## config.mk

```make
export PLATFORM = sky130hd
export DESIGN_NAME = eesr_regs
export DESIGN_NICKNAME = d
export VERILOG_FILES = /design/src/shared/eesr_pkg.sv /design/src/hw/eesr_regs.sv
export SDC_FILE = /design/constraint.sdc
export NUM_CORES = 1
export LEC_CHECK = 0
export BUFFER_PORTS_ARGS = -buffer_cell sky130_fd_sc_hd__buf_2
export CAP_MARGIN = 25
export CORE_AREA = 5 5 167 169
export DETAILED_ROUTE_END_ITERATION = 7
export DIE_AREA = 0 0 172 174
export HOLD_SLACK_MARGIN = 0.08
export PLACE_DENSITY = 0.89
export SLEW_MARGIN = 30
export SYNTH_ARGS = -nofsm -noshare
export SYNTH_HDL_FRONTEND = slang
export SYNTH_SLANG_ARGS = --single-unit
```

## constraint.sdc

```tcl
create_clock -name I_SYS_CLK -period 2.85 [get_ports I_SYS_CLK]
set_clock_uncertainty 0.15 [all_clocks]
set_input_delay 0.4275 -clock I_SYS_CLK [delete_from_list [all_inputs] [get_ports I_SYS_CLK]]
set_output_delay 0.4275 -clock I_SYS_CLK [all_outputs]
set_load 0.005 [all_outputs]
```

## src/shared/eesr_pkg.sv

```systemverilog
`default_nettype none
// shared constants and carriers for the error status register bank
package eesr_pkg;

  // register byte offsets on the control slave
  localparam int unsigned ADDR_W = 10;
  localparam logic [9:0] OFF_STATUS    = 10'h000;
  localparam logic [9:0] OFF_IRQ_EN    = 10'h004;
  localparam logic [9:0] OFF_SWITCH    = 10'h008;
  localparam logic [9:0] OFF_COUNT     = 10'h00C;
  localparam logic [9:0] OFF_CE_DATA   = 10'h100;
  localparam logic [9:0] OFF_CE_CHECK  = 10'h180;
  localparam logic [9:0] OFF_CE_ADDR   = 10'h1C0;
  localparam logic [9:0] OFF_UE_DATA   = 10'h200;
  localparam logic [9:0] OFF_UE_CHECK  = 10'h280;
  localparam logic [9:0] OFF_UE_ADDR   = 10'h2C0;
  localparam logic [9:0] OFF_FI_DATA   = 10'h300;
  localparam logic [9:0] OFF_FI_CHECK  = 10'h380;

  // field positions, lsb-0 numbering (bit 31 msb-0 is bit 0 here)
  localparam int unsigned POS_CE     = 1;
  localparam int unsigned POS_UE     = 0;
  localparam int unsigned POS_SWITCH = 0;
  localparam int unsigned CHECK_W    = 7;

  // bus responses
  localparam logic [1:0] RESP_OKAY   = 2'h0;
  localparam logic [1:0] RESP_DECERR = 2'h3;

  // reset values
  localparam logic [31:0] RST_WORD  = 32'h0000_0000;
  localparam logic [6:0]  RST_CHECK = 7'h00;

  // one access reported by the check logic
  typedef struct packed {
    logic        corr;
    logic        uncorr;
    logic [31:0] data;
    logic [6:0]  check;
    logic [31:0] addr;
  } eesr_err_t;

  // one memory write, data with its check bits
  typedef struct packed {
    logic        valid;
    logic [31:0] data;
    logic [6:0]  check;
  } eesr_wr_t;

  // all state of the register bank
  typedef struct packed {
    logic        awready;
    logic        bvalid;
    logic        arready;
    logic        rvalid;
    logic [31:0] rdata;
    logic [1:0]  rresp;
    logic [1:0]  bresp;
    logic        ce_flag;
    logic        ue_flag;
    logic        ce_irq_en;
    logic        ue_irq_en;
    logic        check_on;
    logic [31:0] count;
    logic [31:0] ce_data;
    logic [6:0]  ce_check;
    logic [31:0] ce_addr;
    logic [31:0] ue_data;
    logic [6:0]  ue_check;
    logic [31:0] ue_addr;
    logic [31:0] fi_data;
    logic [6:0]  fi_check;
    logic        irq;
    logic        ce_pulse;
    logic        ue_pulse;
    eesr_wr_t    wr;
  } eesr_state_t;

endpackage
`default_nettype wire

```

## src/hw/eesr_regs.sv

```systemverilog
`timescale 1ns/1ps
`default_nettype none
module eesr_regs #(
  parameter bit          STATUS_REG_PARAM     = 1'b1,
  parameter bit          SWITCH_REG_PARAM     = 1'b1,
  parameter bit          SWITCH_RESET_PARAM   = 1'b1,
  parameter int unsigned COUNT_WIDTH_PARAM    = 10,
  parameter bit          CORR_CAPTURE_PARAM   = 1'b1,
  parameter bit          UNCORR_CAPTURE_PARAM = 1'b1,
  parameter bit          FAULT_INJECT_PARAM   = 1'b1
) (
  input  wire  logic                 I_SYS_CLK,
  input  wire  logic                 I_RESETN,
  // control slave, axi4-lite
  input  wire  logic [9:0]           I_AXI_AWADDR,
  input  wire  logic                 I_AXI_AWVALID,
  output var   logic                 O_AXI_AWREADY,
  input  wire  logic [31:0]          I_AXI_WDATA,
  input  wire  logic [3:0]           I_AXI_WSTRB,
  input  wire  logic                 I_AXI_WVALID,
  output var   logic                 O_AXI_WREADY,
  output var   logic [1:0]           O_AXI_BRESP,
  output var   logic                 O_AXI_BVALID,
  input  wire  logic                 I_AXI_BREADY,
  input  wire  logic [9:0]           I_AXI_ARADDR,
  input  wire  logic                 I_AXI_ARVALID,
  output var   logic                 O_AXI_ARREADY,
  output var   logic [31:0]          O_AXI_RDATA,
  output var   logic [1:0]           O_AXI_RRESP,
  output var   logic                 O_AXI_RVALID,
  input  wire  logic                 I_AXI_RREADY,
  // error reports from the check logic
  input  wire  eesr_pkg::eesr_err_t  I_ERR,
  // memory write before and after fault injection
  input  wire  eesr_pkg::eesr_wr_t   I_MEM_WR,
  output var   eesr_pkg::eesr_wr_t   O_MEM_WR,
  // side outputs
  output var   logic                 O_CHECK_ENABLE,
  output var   logic                 O_IRQ,
  output var   logic                 O_CORR_ERR_PULSE,
  output var   logic                 O_UNCORR_ERR_PULSE
);
  import eesr_pkg::*;

  // counter present only for a nonzero width
  localparam bit COUNT_PRESENT = (COUNT_WIDTH_PARAM != 0);

  // saturation value for a given counter width
  function automatic logic [31:0] sat_max(input int unsigned w);
    logic [31:0] m;
    m = '0;
    for (int i = 0; i < 32; i++)
    begin
      m[i] = (i < w);
    end
    return m;
  endfunction

  // expand byte strobes to a bit mask
  function automatic logic [31:0] strb_mask(input logic [3:0] strb);
    logic [31:0] m;
    m = '0;
    for (int i = 0; i < 4; i++)
    begin
      m[i*8 +: 8] = {8{strb[i]}};
    end
    return m;
  endfunction

  // merge a strobed write into an old word
  function automatic logic [31:0] wmerge(input logic [31:0] old_v,
                                         input logic [31:0] new_v,
                                         input logic [3:0]  strb);
    logic [31:0] m;
    m = strb_mask(strb);
    return (old_v & ~m) | (new_v & m);
  endfunction

  // read address compare, kept short for the decode chain;
  // declared ahead of the decode process that calls it
  function automatic logic I_ARADDR_IS(input logic [9:0] off);
    return I_AXI_ARADDR == off;
  endfunction

  localparam logic [31:0] CNT_MAX = sat_max(COUNT_WIDTH_PARAM);

  eesr_state_t s;          // registered state
  eesr_state_t n;          // next state

  // decoded bus and event terms
  logic        wr_go;      // write handshake this cycle
  logic        rd_go;      // read handshake this cycle
  logic [31:0] wmask;      // strobed write data
  logic        check_eff;  // checking actually on
  logic        ce_ev;      // qualified correctable error
  logic        ue_ev;      // qualified uncorrectable error
  logic        clr_ce;     // software clear of correctable flag
  logic        clr_ue;     // software clear of uncorrectable flag
  logic        cnt_wr;     // software load of counter
  logic        fi_d_wr;    // software load of data fault mask
  logic        fi_c_wr;    // software load of check fault mask

  // handshakes complete when our ready meets a held valid
  assign wr_go = s.awready && I_AXI_AWVALID && I_AXI_WVALID;
  assign rd_go = s.arready && I_AXI_ARVALID;
  assign wmask = I_AXI_WDATA & strb_mask(I_AXI_WSTRB);

  // without a switch register checking is always on
  assign check_eff = SWITCH_REG_PARAM ? s.check_on : 1'b1;
  assign ce_ev = I_ERR.corr && check_eff;
  assign ue_ev = I_ERR.uncorr && check_eff;

  // write-side decode, absent groups never match
  assign clr_ce = wr_go && STATUS_REG_PARAM
                  && (I_AXI_AWADDR == OFF_STATUS) && wmask[POS_CE];
  assign clr_ue = wr_go && STATUS_REG_PARAM
                  && (I_AXI_AWADDR == OFF_STATUS) && wmask[POS_UE];
  assign cnt_wr = wr_go && COUNT_PRESENT
                  && (I_AXI_AWADDR == OFF_COUNT);
  assign fi_d_wr = wr_go && FAULT_INJECT_PARAM
                   && (I_AXI_AWADDR == OFF_FI_DATA);
  assign fi_c_wr = wr_go && FAULT_INJECT_PARAM
                   && (I_AXI_AWADDR == OFF_FI_CHECK);

  // next-state logic for bus, flags, counter, captures and injection
  always_comb
  begin
    logic ce_arm;
    logic ue_arm;
    logic wr_hit;
    ce_arm = 1'b0;
    ue_arm = 1'b0;
    wr_hit = 1'b0;
    n = s;

    // write channel: ready for one cycle once both valids stand
    n.awready = I_AXI_AWVALID && I_AXI_WVALID && !s.awready && !s.bvalid;
    if (s.bvalid && I_AXI_BREADY)
    begin
      n.bvalid = 1'b0;
    end
    // read channel: same single-cycle ready scheme
    n.arready = I_AXI_ARVALID && !s.arready && !s.rvalid;
    if (s.rvalid && I_AXI_RREADY)
    begin
      n.rvalid = 1'b0;
    end

    // a capture slot is open while its flag is low or being cleared;
    // the clear re-arms in the same cycle so a coincident error is kept
    ce_arm = !s.ce_flag || clr_ce;
    ue_arm = !s.ue_flag || clr_ue;

    // sticky flags, set wins over clear, enables not consulted
    n.ce_flag = (s.ce_flag && !clr_ce) || ce_ev;
    n.ue_flag = (s.ue_flag && !clr_ue) || ue_ev;

    // first-failure captures, same cycle as the flag set
    if (CORR_CAPTURE_PARAM && ce_ev && ce_arm)
    begin
      n.ce_data  = I_ERR.data;
      n.ce_check = I_ERR.check;
      n.ce_addr  = I_ERR.addr;
    end
    if (UNCORR_CAPTURE_PARAM && ue_ev && ue_arm)
    begin
      n.ue_data  = I_ERR.data;
      n.ue_check = I_ERR.check;
      n.ue_addr  = I_ERR.addr;
    end

    // saturating count of correctable errors
    if (COUNT_PRESENT && ce_ev && (s.count != CNT_MAX))
    begin
      n.count = (s.count + 32'h0000_0001) & CNT_MAX;
    end

    // fault injection: toggle the outgoing word, then drop the masks
    n.wr.valid = I_MEM_WR.valid;
    n.wr.data  = I_MEM_WR.data;
    n.wr.check = I_MEM_WR.check;
    if (I_MEM_WR.valid && FAULT_INJECT_PARAM)
    begin
      n.wr.data  = I_MEM_WR.data ^ s.fi_data;
      n.wr.check = I_MEM_WR.check ^ s.fi_check;
      n.fi_data  = RST_WORD;
      n.fi_check = RST_CHECK;
    end

    // register writes; a load beats a same-cycle increment or clear
    if (wr_go)
    begin
      n.bvalid = 1'b1;
      n.bresp  = RESP_OKAY;
      wr_hit   = 1'b1;
      if (STATUS_REG_PARAM && I_AXI_AWADDR == OFF_STATUS)
      begin
        // handled by the clear terms above
        wr_hit = 1'b1;
      end
      else if (STATUS_REG_PARAM && I_AXI_AWADDR == OFF_IRQ_EN)
      begin
        if (I_AXI_WSTRB[0])
        begin
          n.ce_irq_en = I_AXI_WDATA[POS_CE];
          n.ue_irq_en = I_AXI_WDATA[POS_UE];
        end
      end
      else if (SWITCH_REG_PARAM && I_AXI_AWADDR == OFF_SWITCH)
      begin
        if (I_AXI_WSTRB[0])
        begin
          n.check_on = I_AXI_WDATA[POS_SWITCH];
        end
      end
      else if (cnt_wr)
      begin
        n.count = wmerge(s.count, I_AXI_WDATA, I_AXI_WSTRB)
                  & CNT_MAX;
      end
      else if (fi_d_wr)
      begin
        n.fi_data = wmerge(s.fi_data, I_AXI_WDATA, I_AXI_WSTRB);
      end
      else if (fi_c_wr)
      begin
        n.fi_check = wmask[CHECK_W-1:0];
      end
      else if (CORR_CAPTURE_PARAM && (I_AXI_AWADDR == OFF_CE_DATA
               || I_AXI_AWADDR == OFF_CE_CHECK
               || I_AXI_AWADDR == OFF_CE_ADDR))
      begin
        // read-only captures ignore writes
        wr_hit = 1'b1;
      end
      else if (UNCORR_CAPTURE_PARAM && (I_AXI_AWADDR == OFF_UE_DATA
               || I_AXI_AWADDR == OFF_UE_CHECK
               || I_AXI_AWADDR == OFF_UE_ADDR))
      begin
        wr_hit = 1'b1;
      end
      else
      begin
        wr_hit = 1'b0;
      end
      if (!wr_hit)
      begin
        n.bresp = RESP_DECERR;
      end
    end

    // register reads; absent groups answer decode error
    if (rd_go)
    begin
      n.rvalid = 1'b1;
      n.rresp  = RESP_OKAY;
      n.rdata  = RST_WORD;
      if (STATUS_REG_PARAM && I_ARADDR_IS(OFF_STATUS))
      begin
        n.rdata[POS_CE] = s.ce_flag;
        n.rdata[POS_UE] = s.ue_flag;
      end
      else if (STATUS_REG_PARAM && I_ARADDR_IS(OFF_IRQ_EN))
      begin
        n.rdata[POS_CE] = s.ce_irq_en;
        n.rdata[POS_UE] = s.ue_irq_en;
      end
      else if (SWITCH_REG_PARAM && I_ARADDR_IS(OFF_SWITCH))
      begin
        n.rdata[POS_SWITCH] = s.check_on;
      end
      else if (COUNT_PRESENT && I_ARADDR_IS(OFF_COUNT))
      begin
        n.rdata = s.count;
      end
      else if (CORR_CAPTURE_PARAM && I_ARADDR_IS(OFF_CE_DATA))
      begin
        n.rdata = s.ce_data;
      end
      else if (CORR_CAPTURE_PARAM && I_ARADDR_IS(OFF_CE_CHECK))
      begin
        n.rdata[CHECK_W-1:0] = s.ce_check;
      end
      else if (CORR_CAPTURE_PARAM && I_ARADDR_IS(OFF_CE_ADDR))
      begin
        n.rdata = s.ce_addr;
      end
      else if (UNCORR_CAPTURE_PARAM && I_ARADDR_IS(OFF_UE_DATA))
      begin
        n.rdata = s.ue_data;
      end
      else if (UNCORR_CAPTURE_PARAM && I_ARADDR_IS(OFF_UE_CHECK))
      begin
        n.rdata[CHECK_W-1:0] = s.ue_check;
      end
      else if (UNCORR_CAPTURE_PARAM && I_ARADDR_IS(OFF_UE_ADDR))
      begin
        n.rdata = s.ue_addr;
      end
      else if (FAULT_INJECT_PARAM && (I_ARADDR_IS(OFF_FI_DATA)
               || I_ARADDR_IS(OFF_FI_CHECK)))
      begin
        // write-only masks read back as zero
        n.rdata = RST_WORD;
      end
      else
      begin
        n.rresp = RESP_DECERR;
      end
    end

    // interrupt level follows the next flags and enables
    n.irq = STATUS_REG_PARAM && ((n.ce_flag && n.ce_irq_en)
            || (n.ue_flag && n.ue_irq_en));
    // error pulses, one cycle per reported access
    n.ce_pulse = ce_ev;
    n.ue_pulse = ue_ev;
  end

  // state register, everything resets to constants
  always_ff @(posedge I_SYS_CLK or negedge I_RESETN)
  begin
    if (!I_RESETN)
    begin
      s          <= '0;
      s.check_on <= SWITCH_RESET_PARAM;
    end
    else
    begin
      s <= n;
    end
  end

  // outputs straight from state flops
  assign O_AXI_AWREADY      = s.awready;
  assign O_AXI_WREADY       = s.awready;
  assign O_AXI_BRESP        = s.bresp;
  assign O_AXI_BVALID       = s.bvalid;
  assign O_AXI_ARREADY      = s.arready;
  assign O_AXI_RDATA        = s.rdata;
  assign O_AXI_RRESP        = s.rresp;
  assign O_AXI_RVALID       = s.rvalid;
  assign O_MEM_WR           = s.wr;
  assign O_CHECK_ENABLE     = s.check_on;
  assign O_IRQ              = s.irq;
  assign O_CORR_ERR_PULSE   = s.ce_pulse;
  assign O_UNCORR_ERR_PULSE = s.ue_pulse;
endmodule
`default_nettype wire

```

======== Word-level counts from Yosys, hierarchy flattened ========
Index checks and enable logic that the tools add are counted.
storage, ports and cells
  input bits .............................. 176
  logic and storage cells ................. 179
  register bits after elaboration ......... 301
  output and inout bits ................... 85
operators by class
  bitwise operators ....................... 10
  reduce and logical (&&, ||, !) cells .... 48
  muxes and demuxes ....................... 70
  equality and inequality tests ........... 23
  $add $sub $neg .......................... 1
operators by type and width
  cell                     number
  $mux W32                 19
  $mux W39                 7
  $mux W35                 3
  $eq A10 B10 Y1 const B   10
  $and A32 B32 Y32         2
  $eq A10 B9 Y1 const B    6
  $mux W30                 2
  $mux W25                 2
  $eq A10 B4 Y1 const B    4
  $mux W33                 1
  $mux W2                  16
  $ne A32 B10 Y1 const B   1
  $not A32 Y32             1
  $or A32 B32 Y32          1
  $xor A32 B32 Y32         1
  $mux W31                 1
  $mux W7                  4
  $logic_and A1 B1 Y1      25
  $eq A10 B3 Y1 const B    2
  $logic_not A10 Y1        2
  $mux W1                  15
  $add A10 B1 Y10 const B  1
  $and A10 B10 Y10         1
  $logic_or A1 B1 Y1       10
  other kinds (6)          15

======== Depth between registers and ports, before layout ========
Gate-level depths: netlist of run 1.
  depth after elaboration ................. 22
  mapped depth ............................ 8
  gate-level depth less buffers ........... 6

======== Worst setup path after synthesis of run 1 ========
OpenSTA, ideal clock, no wires.
  path kind ............................... input to register
  start point ............................. in I_AXI_AWADDR[5]
  end point ............................... reg s[100] (netlist name)
  setup time .............................. 0.125 ns
  path buffers ............................ 3
  stages on the path ...................... 8
  arrival ................................. 2.594 ns
  path slack .............................. -0.019 ns
  data required time ...................... 2.575 ns
  cell sequence ........................... or4_1 > clkbuf_2 > or3_4 > o41a_1 > nor2b_2 > buf_12 > buf_12 > mux2_4
on the way
  word-level cells in the longest chain between the ends .. 5
RTL lines
  what                              RTL line          RTL
  start: declaration                eesr_regs.sv:15   input wire logic [9:0] I_AXI_AWADDR,
  $logic_not A10 Y1                 eesr_regs.sv:117  && (I_AXI_AWADDR == OFF_STATUS) && wmask[POS_UE];
  $logic_and A1 B1 Y1 (2 in a row)  eesr_regs.sv:117
  $logic_or A1 B1 Y1                eesr_regs.sv:152  ue_arm = !s.ue_flag || clr_ue;
  $logic_and A1 B1 Y1               eesr_regs.sv:165  if (UNCORR_CAPTURE_PARAM && ue_ev && ue_arm)
  end signal: assignment            eesr_regs.sv:330  s <= n;
  end: declaration                  eesr_regs.sv:87   eesr_state_t s;
Every way passes these cells.
A chain may end at the register's enable or synchronous reset.

======== Worst setup path after layout of run 1 ========
  start point ............................. in I_AXI_AWVALID
  end point ............................... reg s[173] (netlist name)
on the way
  word-level cells in the longest chain between the ends .. 6
RTL lines
  what                              RTL line          RTL
  start: declaration                eesr_regs.sv:16   input wire logic I_AXI_AWVALID,
  $logic_and A1 B1 Y1 (2 in a row)  eesr_regs.sv:104  assign wr_go = s.awready && I_AXI_AWVALID && I_AXI_WVALID;
  $logic_and A1 B1 Y1 (2 in a row)  eesr_regs.sv:115  && (I_AXI_AWADDR == OFF_STATUS) && wmask[POS_CE];
  $logic_or A1 B1 Y1                eesr_regs.sv:151  ce_arm = !s.ce_flag || clr_ce;
  $logic_and A1 B1 Y1               eesr_regs.sv:159  if (CORR_CAPTURE_PARAM && ce_ev && ce_arm)
Every way passes these cells.

==> results of run 1 <==
==> metrics by stage <==
step | setup TNS (ns) | worst slack [ns]
global placement | -26.04 | -0.2465
CTS | 0 | 0.2015
detailed placement | -28.61 | -0.2685
global route | 0 | 0.07407
floorplan | 0 | 0.03905
finish | 0 | 0.1624
==> worst min-delay path: stages <==
cell and delay [ns]:
buf_2 0.16, nand2_1 0.12, o21ai_0 0.08
==> report_power, final <==
group	switching [mW]	internal, mW	leakage (nW)	total (mW)
clock network	1.70	2.38	0.496	4.07
registers	0.0403	4.30	4.07	4.34
logic	0.424	0.362	4.08	0.786
total	2.16	7.04	8.65	9.20
==> per-layer routing <==
layer  wire length [um]  track usage, %  up-vias
met4               2458           13.66        0
li1                   -               -     4977
met1              16100           36.51     5722
met5                  0               0        -
met3               4440           5.777      173
met2              22820           52.02      771
==> cell type report <==
| class | count | area share [%] |
|---|---|---|
| Timing Repair Buffer | 483 | 19.47 |
| Inverter | 5 | 0.1034 |
| Tap cell | 341 | 2.351 |
| Multi-Input combinational cell | 746 | 31.16 |
| Clock buffer | 52 | 5.317 |
| Sequential cell | 299 | 41.24 |
| Antenna cell | 5 | 0.06896 |
| Clock inverter | 4 | 0.2827 |
==> cell families after synthesis <==
family	count (synthesis)	share of synthesized area, %
buffers and inverters	164	7.762
muxes	159	14.41
adders and majority gates	1	0.08818
AOI/OAI and AO/OA	274	12.93
and+or+nand+nor	273	9.649
DFF	299	52.75
xor gates and xnor gates	39	2.408
==> synthesized netlist by cell type (all sizes together), types with 2 or more instances <==
master     n
dfrtp    298
mux2     152
nand2    122
o21ai    100
buf       99
clkbuf    60
a21oi     41
xnor2     39
a22o      32
and2      31
a221oi    30
nor2      29
o2bb2ai   26
nor4      14
a22oi     12
nor3      12
nand3     10
and3       9
nand3b     8
mux2i      7
nand4      6
nor3b      6
o221ai     6
or4        6
inv        5
nor2b      5
o31ai      5
a211oi     3
a31oi      3
o21bai     3
o22ai      3
or3        3
a311oi     2
and4       2
nand2b     2
==> worst max path at each step <==
| stage | start | end | slack, ns | cells after the start |
|---|---|---|---|---|
| 2_1_floorplan | I_AXI_AWADDR[5] | s[100] | 0.04 | 8 |
| 3_3_place_gp | I_AXI_AWADDR[4] | s[213] | -0.25 | 8 |
| 3_5_place_dp | I_AXI_AWADDR[4] | s[220] | -0.27 | 8 |
| 4_1_cts | O_AXI_AWREADY | s[204] | 0.20 | 7 |
| 5_1_grt | O_AXI_AWREADY | s[173] | 0.07 | 7 |
| 6_report | I_AXI_AWVALID | s[173] | 0.16 | 9 |
==> repair_timing <==
item / CTS / global route
endpoints found under the setup margin: 0 / 24
gates resized for setup: 0 / 3
endpoints found under the hold margin: 294 / 0
hold buffers: 149 / 0
==> metrics, run 1 <==
largest net degree at the start of global routing=74; status=complete, no violations; internal reg-to-reg setup slack=0.17 ns; fmax=372.1 MHz; Top FF cell, synth=dfrtp_1; Die Y=174 um; Sink Count=299; DR WL/cell=23.68 um; row count=60; die width=172 um; Slew Limit Fails=0; Critical Path, Cell by Cell=dlygate4sd3_1 -> buf_2 -> nand3_1 -> or3_4 -> o41ai_2 -> buf_4 -> and2_2 -> buf_12 -> mux2_1; reg2reg path depth=7; synth-to-layout area growth=27.91%; GRT Overall Usage=30.20%; vias after detailed routing=11640; pwr/cell area=507.1 nW/um2; Mean Syn Cell Area=11.73 um2; dominant cells by area after synthesis=dfrtp_1 53%, mux2_4 7.4%, mux2_1 5.2%, buf_4 4.2%, o21ai_0 3.5%; initial antenna violation count=6; reg2reg start=O_AXI_AWREADY; maximum number of buffers from clock root to sink=3; first-pass GRT wire length=71180 um; fillers=1764; Synth top area share=52.57%; max cap viols=0; Fin. Hold Viols=0; RSZ-0062 raised after global routing=no; CP top delay family=buffers and inverters; Yosys reg bits=299; Clk Latency, worst-skew pair=0.56 ns; CP Class=input pin to register; Nets=1743; Static Leak=8.648 nW; CP peak stage delay=0.53 ns; DP Area=15610 um2; hold depth=3; Post-DRT Antenna Nets=0; GPL Wtd Cong=0.8916; global route overflow=0; post-synthesis cell area=14190 um2; sequential cell area=7483 um2; sequential share of the synthesized area=52.75%; CTS buffer count=31; Finished Core Util=68.66%; drt first pass iters=5; share of cells above drive strength 1=30.52%; crit end category=register; Finished Layout Cells=1935; DRT iter0 DRCs=1334; Initial Utilization=53.68%; Max-slew headroom=47.64%; Total Power=9.202 mW; startpoint types=input pin; Synth cell types=63; hold worst-path end=s[44]; vias in the first global route=12510; Worst Path Max Fanout=35; worst min-delay path startpoint=I_AXI_WSTRB[0]; cell count after placement=1725; Worst-path clk slew=0.07 ns; Port Buffers=260; commonest non-fill, non-tap cell in the layout=dfrtp_1; Worst Tran Pin Value=0.7854 ns; worst reg2reg endpoint=s[173]; DIE AREA=29930 um2; asr flop ratio synth=100.0%; area of the core=26430 um2; Hold Slack=0.1441 ns; hpwl dp=28230 um; worst hold path type=input pin to register; CP max-delay cell=dlygate4sd3_1; worst endpoint required time=3.13 ns; H-tree Lvls=1; Max VDD drop=524.9 uV; CP Data Arrival Time=2.97 ns; Setup Fix Bufs, Post-CTS=0; io pins=261; cell area after layout=18140 um2; CTS root buf=clkbuf_16; most frequent cells in the layout=298 x dfrtp_1, 259 x buf_2, 149 x dlygate4sd3_1, 122 x nand2_1, 100 x o21ai_0; Via density=6.017; Yosys top cell by area=dfrtp_1; Post-Syn Instances=1209; yosys synthesis warning count=0; wirelength, routed=45820 um; Period minus WS final=2.688 ns; Post-synth EDFFs=0; area of the multi-input gates=5654 um2; Final setup viols=0; CP Buf/Inv Count=4; # DRC=0; Mapped Nets=1386; part of the cycle the worst path needs=94.30%; CTS tree=done
Power figures use the tool's default switching activity.
==> inputs of run 2 (changes only) <==
--- a/config.mk
+++ b/config.mk
@@ -7,11 +7,11 @@
 export LEC_CHECK = 0
 export BUFFER_PORTS_ARGS = -buffer_cell sky130_fd_sc_hd__buf_2
 export CAP_MARGIN = 25
-export CORE_AREA = 5 5 167 169
+export CORE_AREA = 5 5 205 207
 export DETAILED_ROUTE_END_ITERATION = 7
-export DIE_AREA = 0 0 172 174
+export DIE_AREA = 0 0 210 212
 export HOLD_SLACK_MARGIN = 0.08
-export PLACE_DENSITY = 0.89
+export PLACE_DENSITY = 0.66
 export SLEW_MARGIN = 30
 export SYNTH_ARGS = -nofsm -noshare
 export SYNTH_HDL_FRONTEND = slang
==> metrics, run 2 (synthesis results as in run 1) <==
crit end category=register; DP Area=15840 um2; Sw Share=23.47%; CP Data Arrival Time=2.91 ns; row count=74; Worst Path Max Fanout=31; Logic pwr share=8.0%; Setup crit start=I_AXI_WVALID; share of cells above drive strength 1=30.41%; Worst-path clk slew=0.05 ns; largest net degree at the start of global routing=80; Die Y=212 um; Final setup viols=0; status=complete, no violations; Resize count post-CTS=0; DIE AREA=44520 um2; worst reg2reg endpoint=s[213]; area of the core=40180 um2; GRT Overall Usage=19.10%; DR WL/cell=20.32 um; drt first pass iters=5; Port Buffers=260; Fin. Hold Viols=0; internal reg-to-reg setup slack=0.35 ns; CP Class=input pin to register; worst endpoint required time=3.12 ns; synth-to-layout area growth=30.16%; RSZ-0062 raised after global routing=no; DRT iter0 DRCs=600; part of the cycle the worst path needs=92.75%; vias in the first global route=11560; Initial Utilization=35.30%; Clk Latency, worst-skew pair=0.54 ns; wirelength, routed=43030 um; Hold Slack=0.1801 ns; most frequent cells in the layout=298 x dfrtp_1, 259 x buf_2, 149 x dlygate4sd3_1, 122 x nand2_1, 100 x o21ai_0; CTS buffer count=36; setup TNS=0 ns; Hold Buf Count CTS=149; CP max-delay cell=dlygate4sd3_1; Nets=1739; H-tree Lvls=2; reg2reg start=O_AXI_AWREADY; worst hold path type=input pin to register; initial antenna violation count=1; io pins=261; vias after detailed routing=10780; Max VDD drop=397.5 uV; CTS tree=done; Setup Fix Bufs, Post-CTS=0; Via density=5.090; fin worst setup slack=0.2066 ns; GPL Wtd Cong=0.9053; Flop pwr share=45.6%; first-pass GRT wire length=66870 um; fillers=3688; P_sw=2.235 mW; Worst Tran Pin Value=0.7313 ns; Slew Limit Fails=0; CP peak stage delay=0.52 ns; commonest non-fill, non-tap cell in the layout=dfrtp_1; Static Leak=8.675 nW; Int Pwr=7.286 mW; Period minus WS final=2.643 ns; CTS root buf=clkbuf_16; reg2reg path depth=6; Setup crit end=s[213]; Setup WS pre-CTS=-0.2104 ns; Clock power frac=46.4%; fmax=378.3 MHz; pwr/cell area=515.6 nW/um2; maximum number of buffers from clock root to sink=3; hpwl dp=29980 um; die width=210 um; Sink Count=299; Critical Path, Cell by Cell=dlygate4sd3_1 -> buf_2 -> nand3_1 -> or3_4 -> o41ai_2 -> and2_4 -> buf_12 -> mux2_2; # DRC=0; startpoint types=input pin; global route overflow=0; Post-DRT Antenna Nets=0; cell area after layout=18470 um2; max cap viols=0; Max-slew headroom=49.85%
-- run 2: cell types whose count changed in the layout (fill, tap and decap cells not counted), sizes merged --
cell and delta:
clkinvlp +1, diode -4, inv +1, clkinv +7, buf -9, clkbuf -4
-- run 2: worst min path at each step --
stage              startpoint            end  cells past startpoint
2_1_floorplan        I_RESETN  O_AXI_ARREADY                      0
3_3_place_gp         I_RESETN   O_MEM_WR[29]                      1
3_5_place_dp         I_RESETN      async pin                      1
4_1_cts        I_AXI_WSTRB[1]       register                      4
5_1_grt        I_AXI_WSTRB[0]          s[47]                      3
6_report       I_AXI_WSTRB[0]          s[47]                      3
-- run 2: worst max-delay path, delay by kind of cell --
| family | cells | cell delay (ns) |
|---|---|---|
| buf+inv | 3 | 0.85 |
| compound gates | 1 | 0.41 |
| simple gates | 3 | 0.83 |
| mux | 1 | 0.37 |
-- run 2: stage by stage --
step	instances	power [mW]	util (%)
2_1_floorplan	1209	4.655	-
3_3_place_gp	1907	5.010	39.41
6_report	2118	9.521	45.95
5_1_grt	2118	9.896	45.95
4_1_cts	2117	9.675	45.95
3_5_place_dp	1907	5.018	39.41
-- run 2: power by group through the flow --
| stage | clock (mW) | sequential [mW] | combinational, mW |
|---|---|---|---|
| floorplan | 0 | 4.40 | 0.253 |
| global placement | 0 | 4.41 | 0.598 |
| detailed placement | 0 | 4.41 | 0.603 |
| CTS | 4.56 | 4.34 | 0.772 |
| global route | 4.71 | 4.34 | 0.841 |
| finish | 4.42 | 4.34 | 0.762 |
-- run 2: per-layer routing --
layer / wire length, um / GRT usage, % / part of all wire [%] / vias to the layer above
li1: - / - / - / 4965
met2: 20980 / 32.77 / 49 / 358
met4: 926 / 5.918 / 2.2 / 0
met5: 0 / 0 / 0 / -
met3: 2653 / 3.615 / 6.2 / 55
met1: 18470 / 24.67 / 43 / 5403
-- run 2: cell type report --
class | count | area (um2) | share of cell area (%)
diodes | 1 | 2.502 | 0.01355
flip-flops and latches | 299 | 7483 | 40.53
clock inverters | 13 | 106.4 | 0.5760
clock buffers | 48 | 1027 | 5.563
inverters | 5 | 18.77 | 0.1016
repair buffers | 474 | 3528 | 19.11
multi-input cells | 746 | 5633 | 30.51
well taps | 532 | 665.6 | 3.605
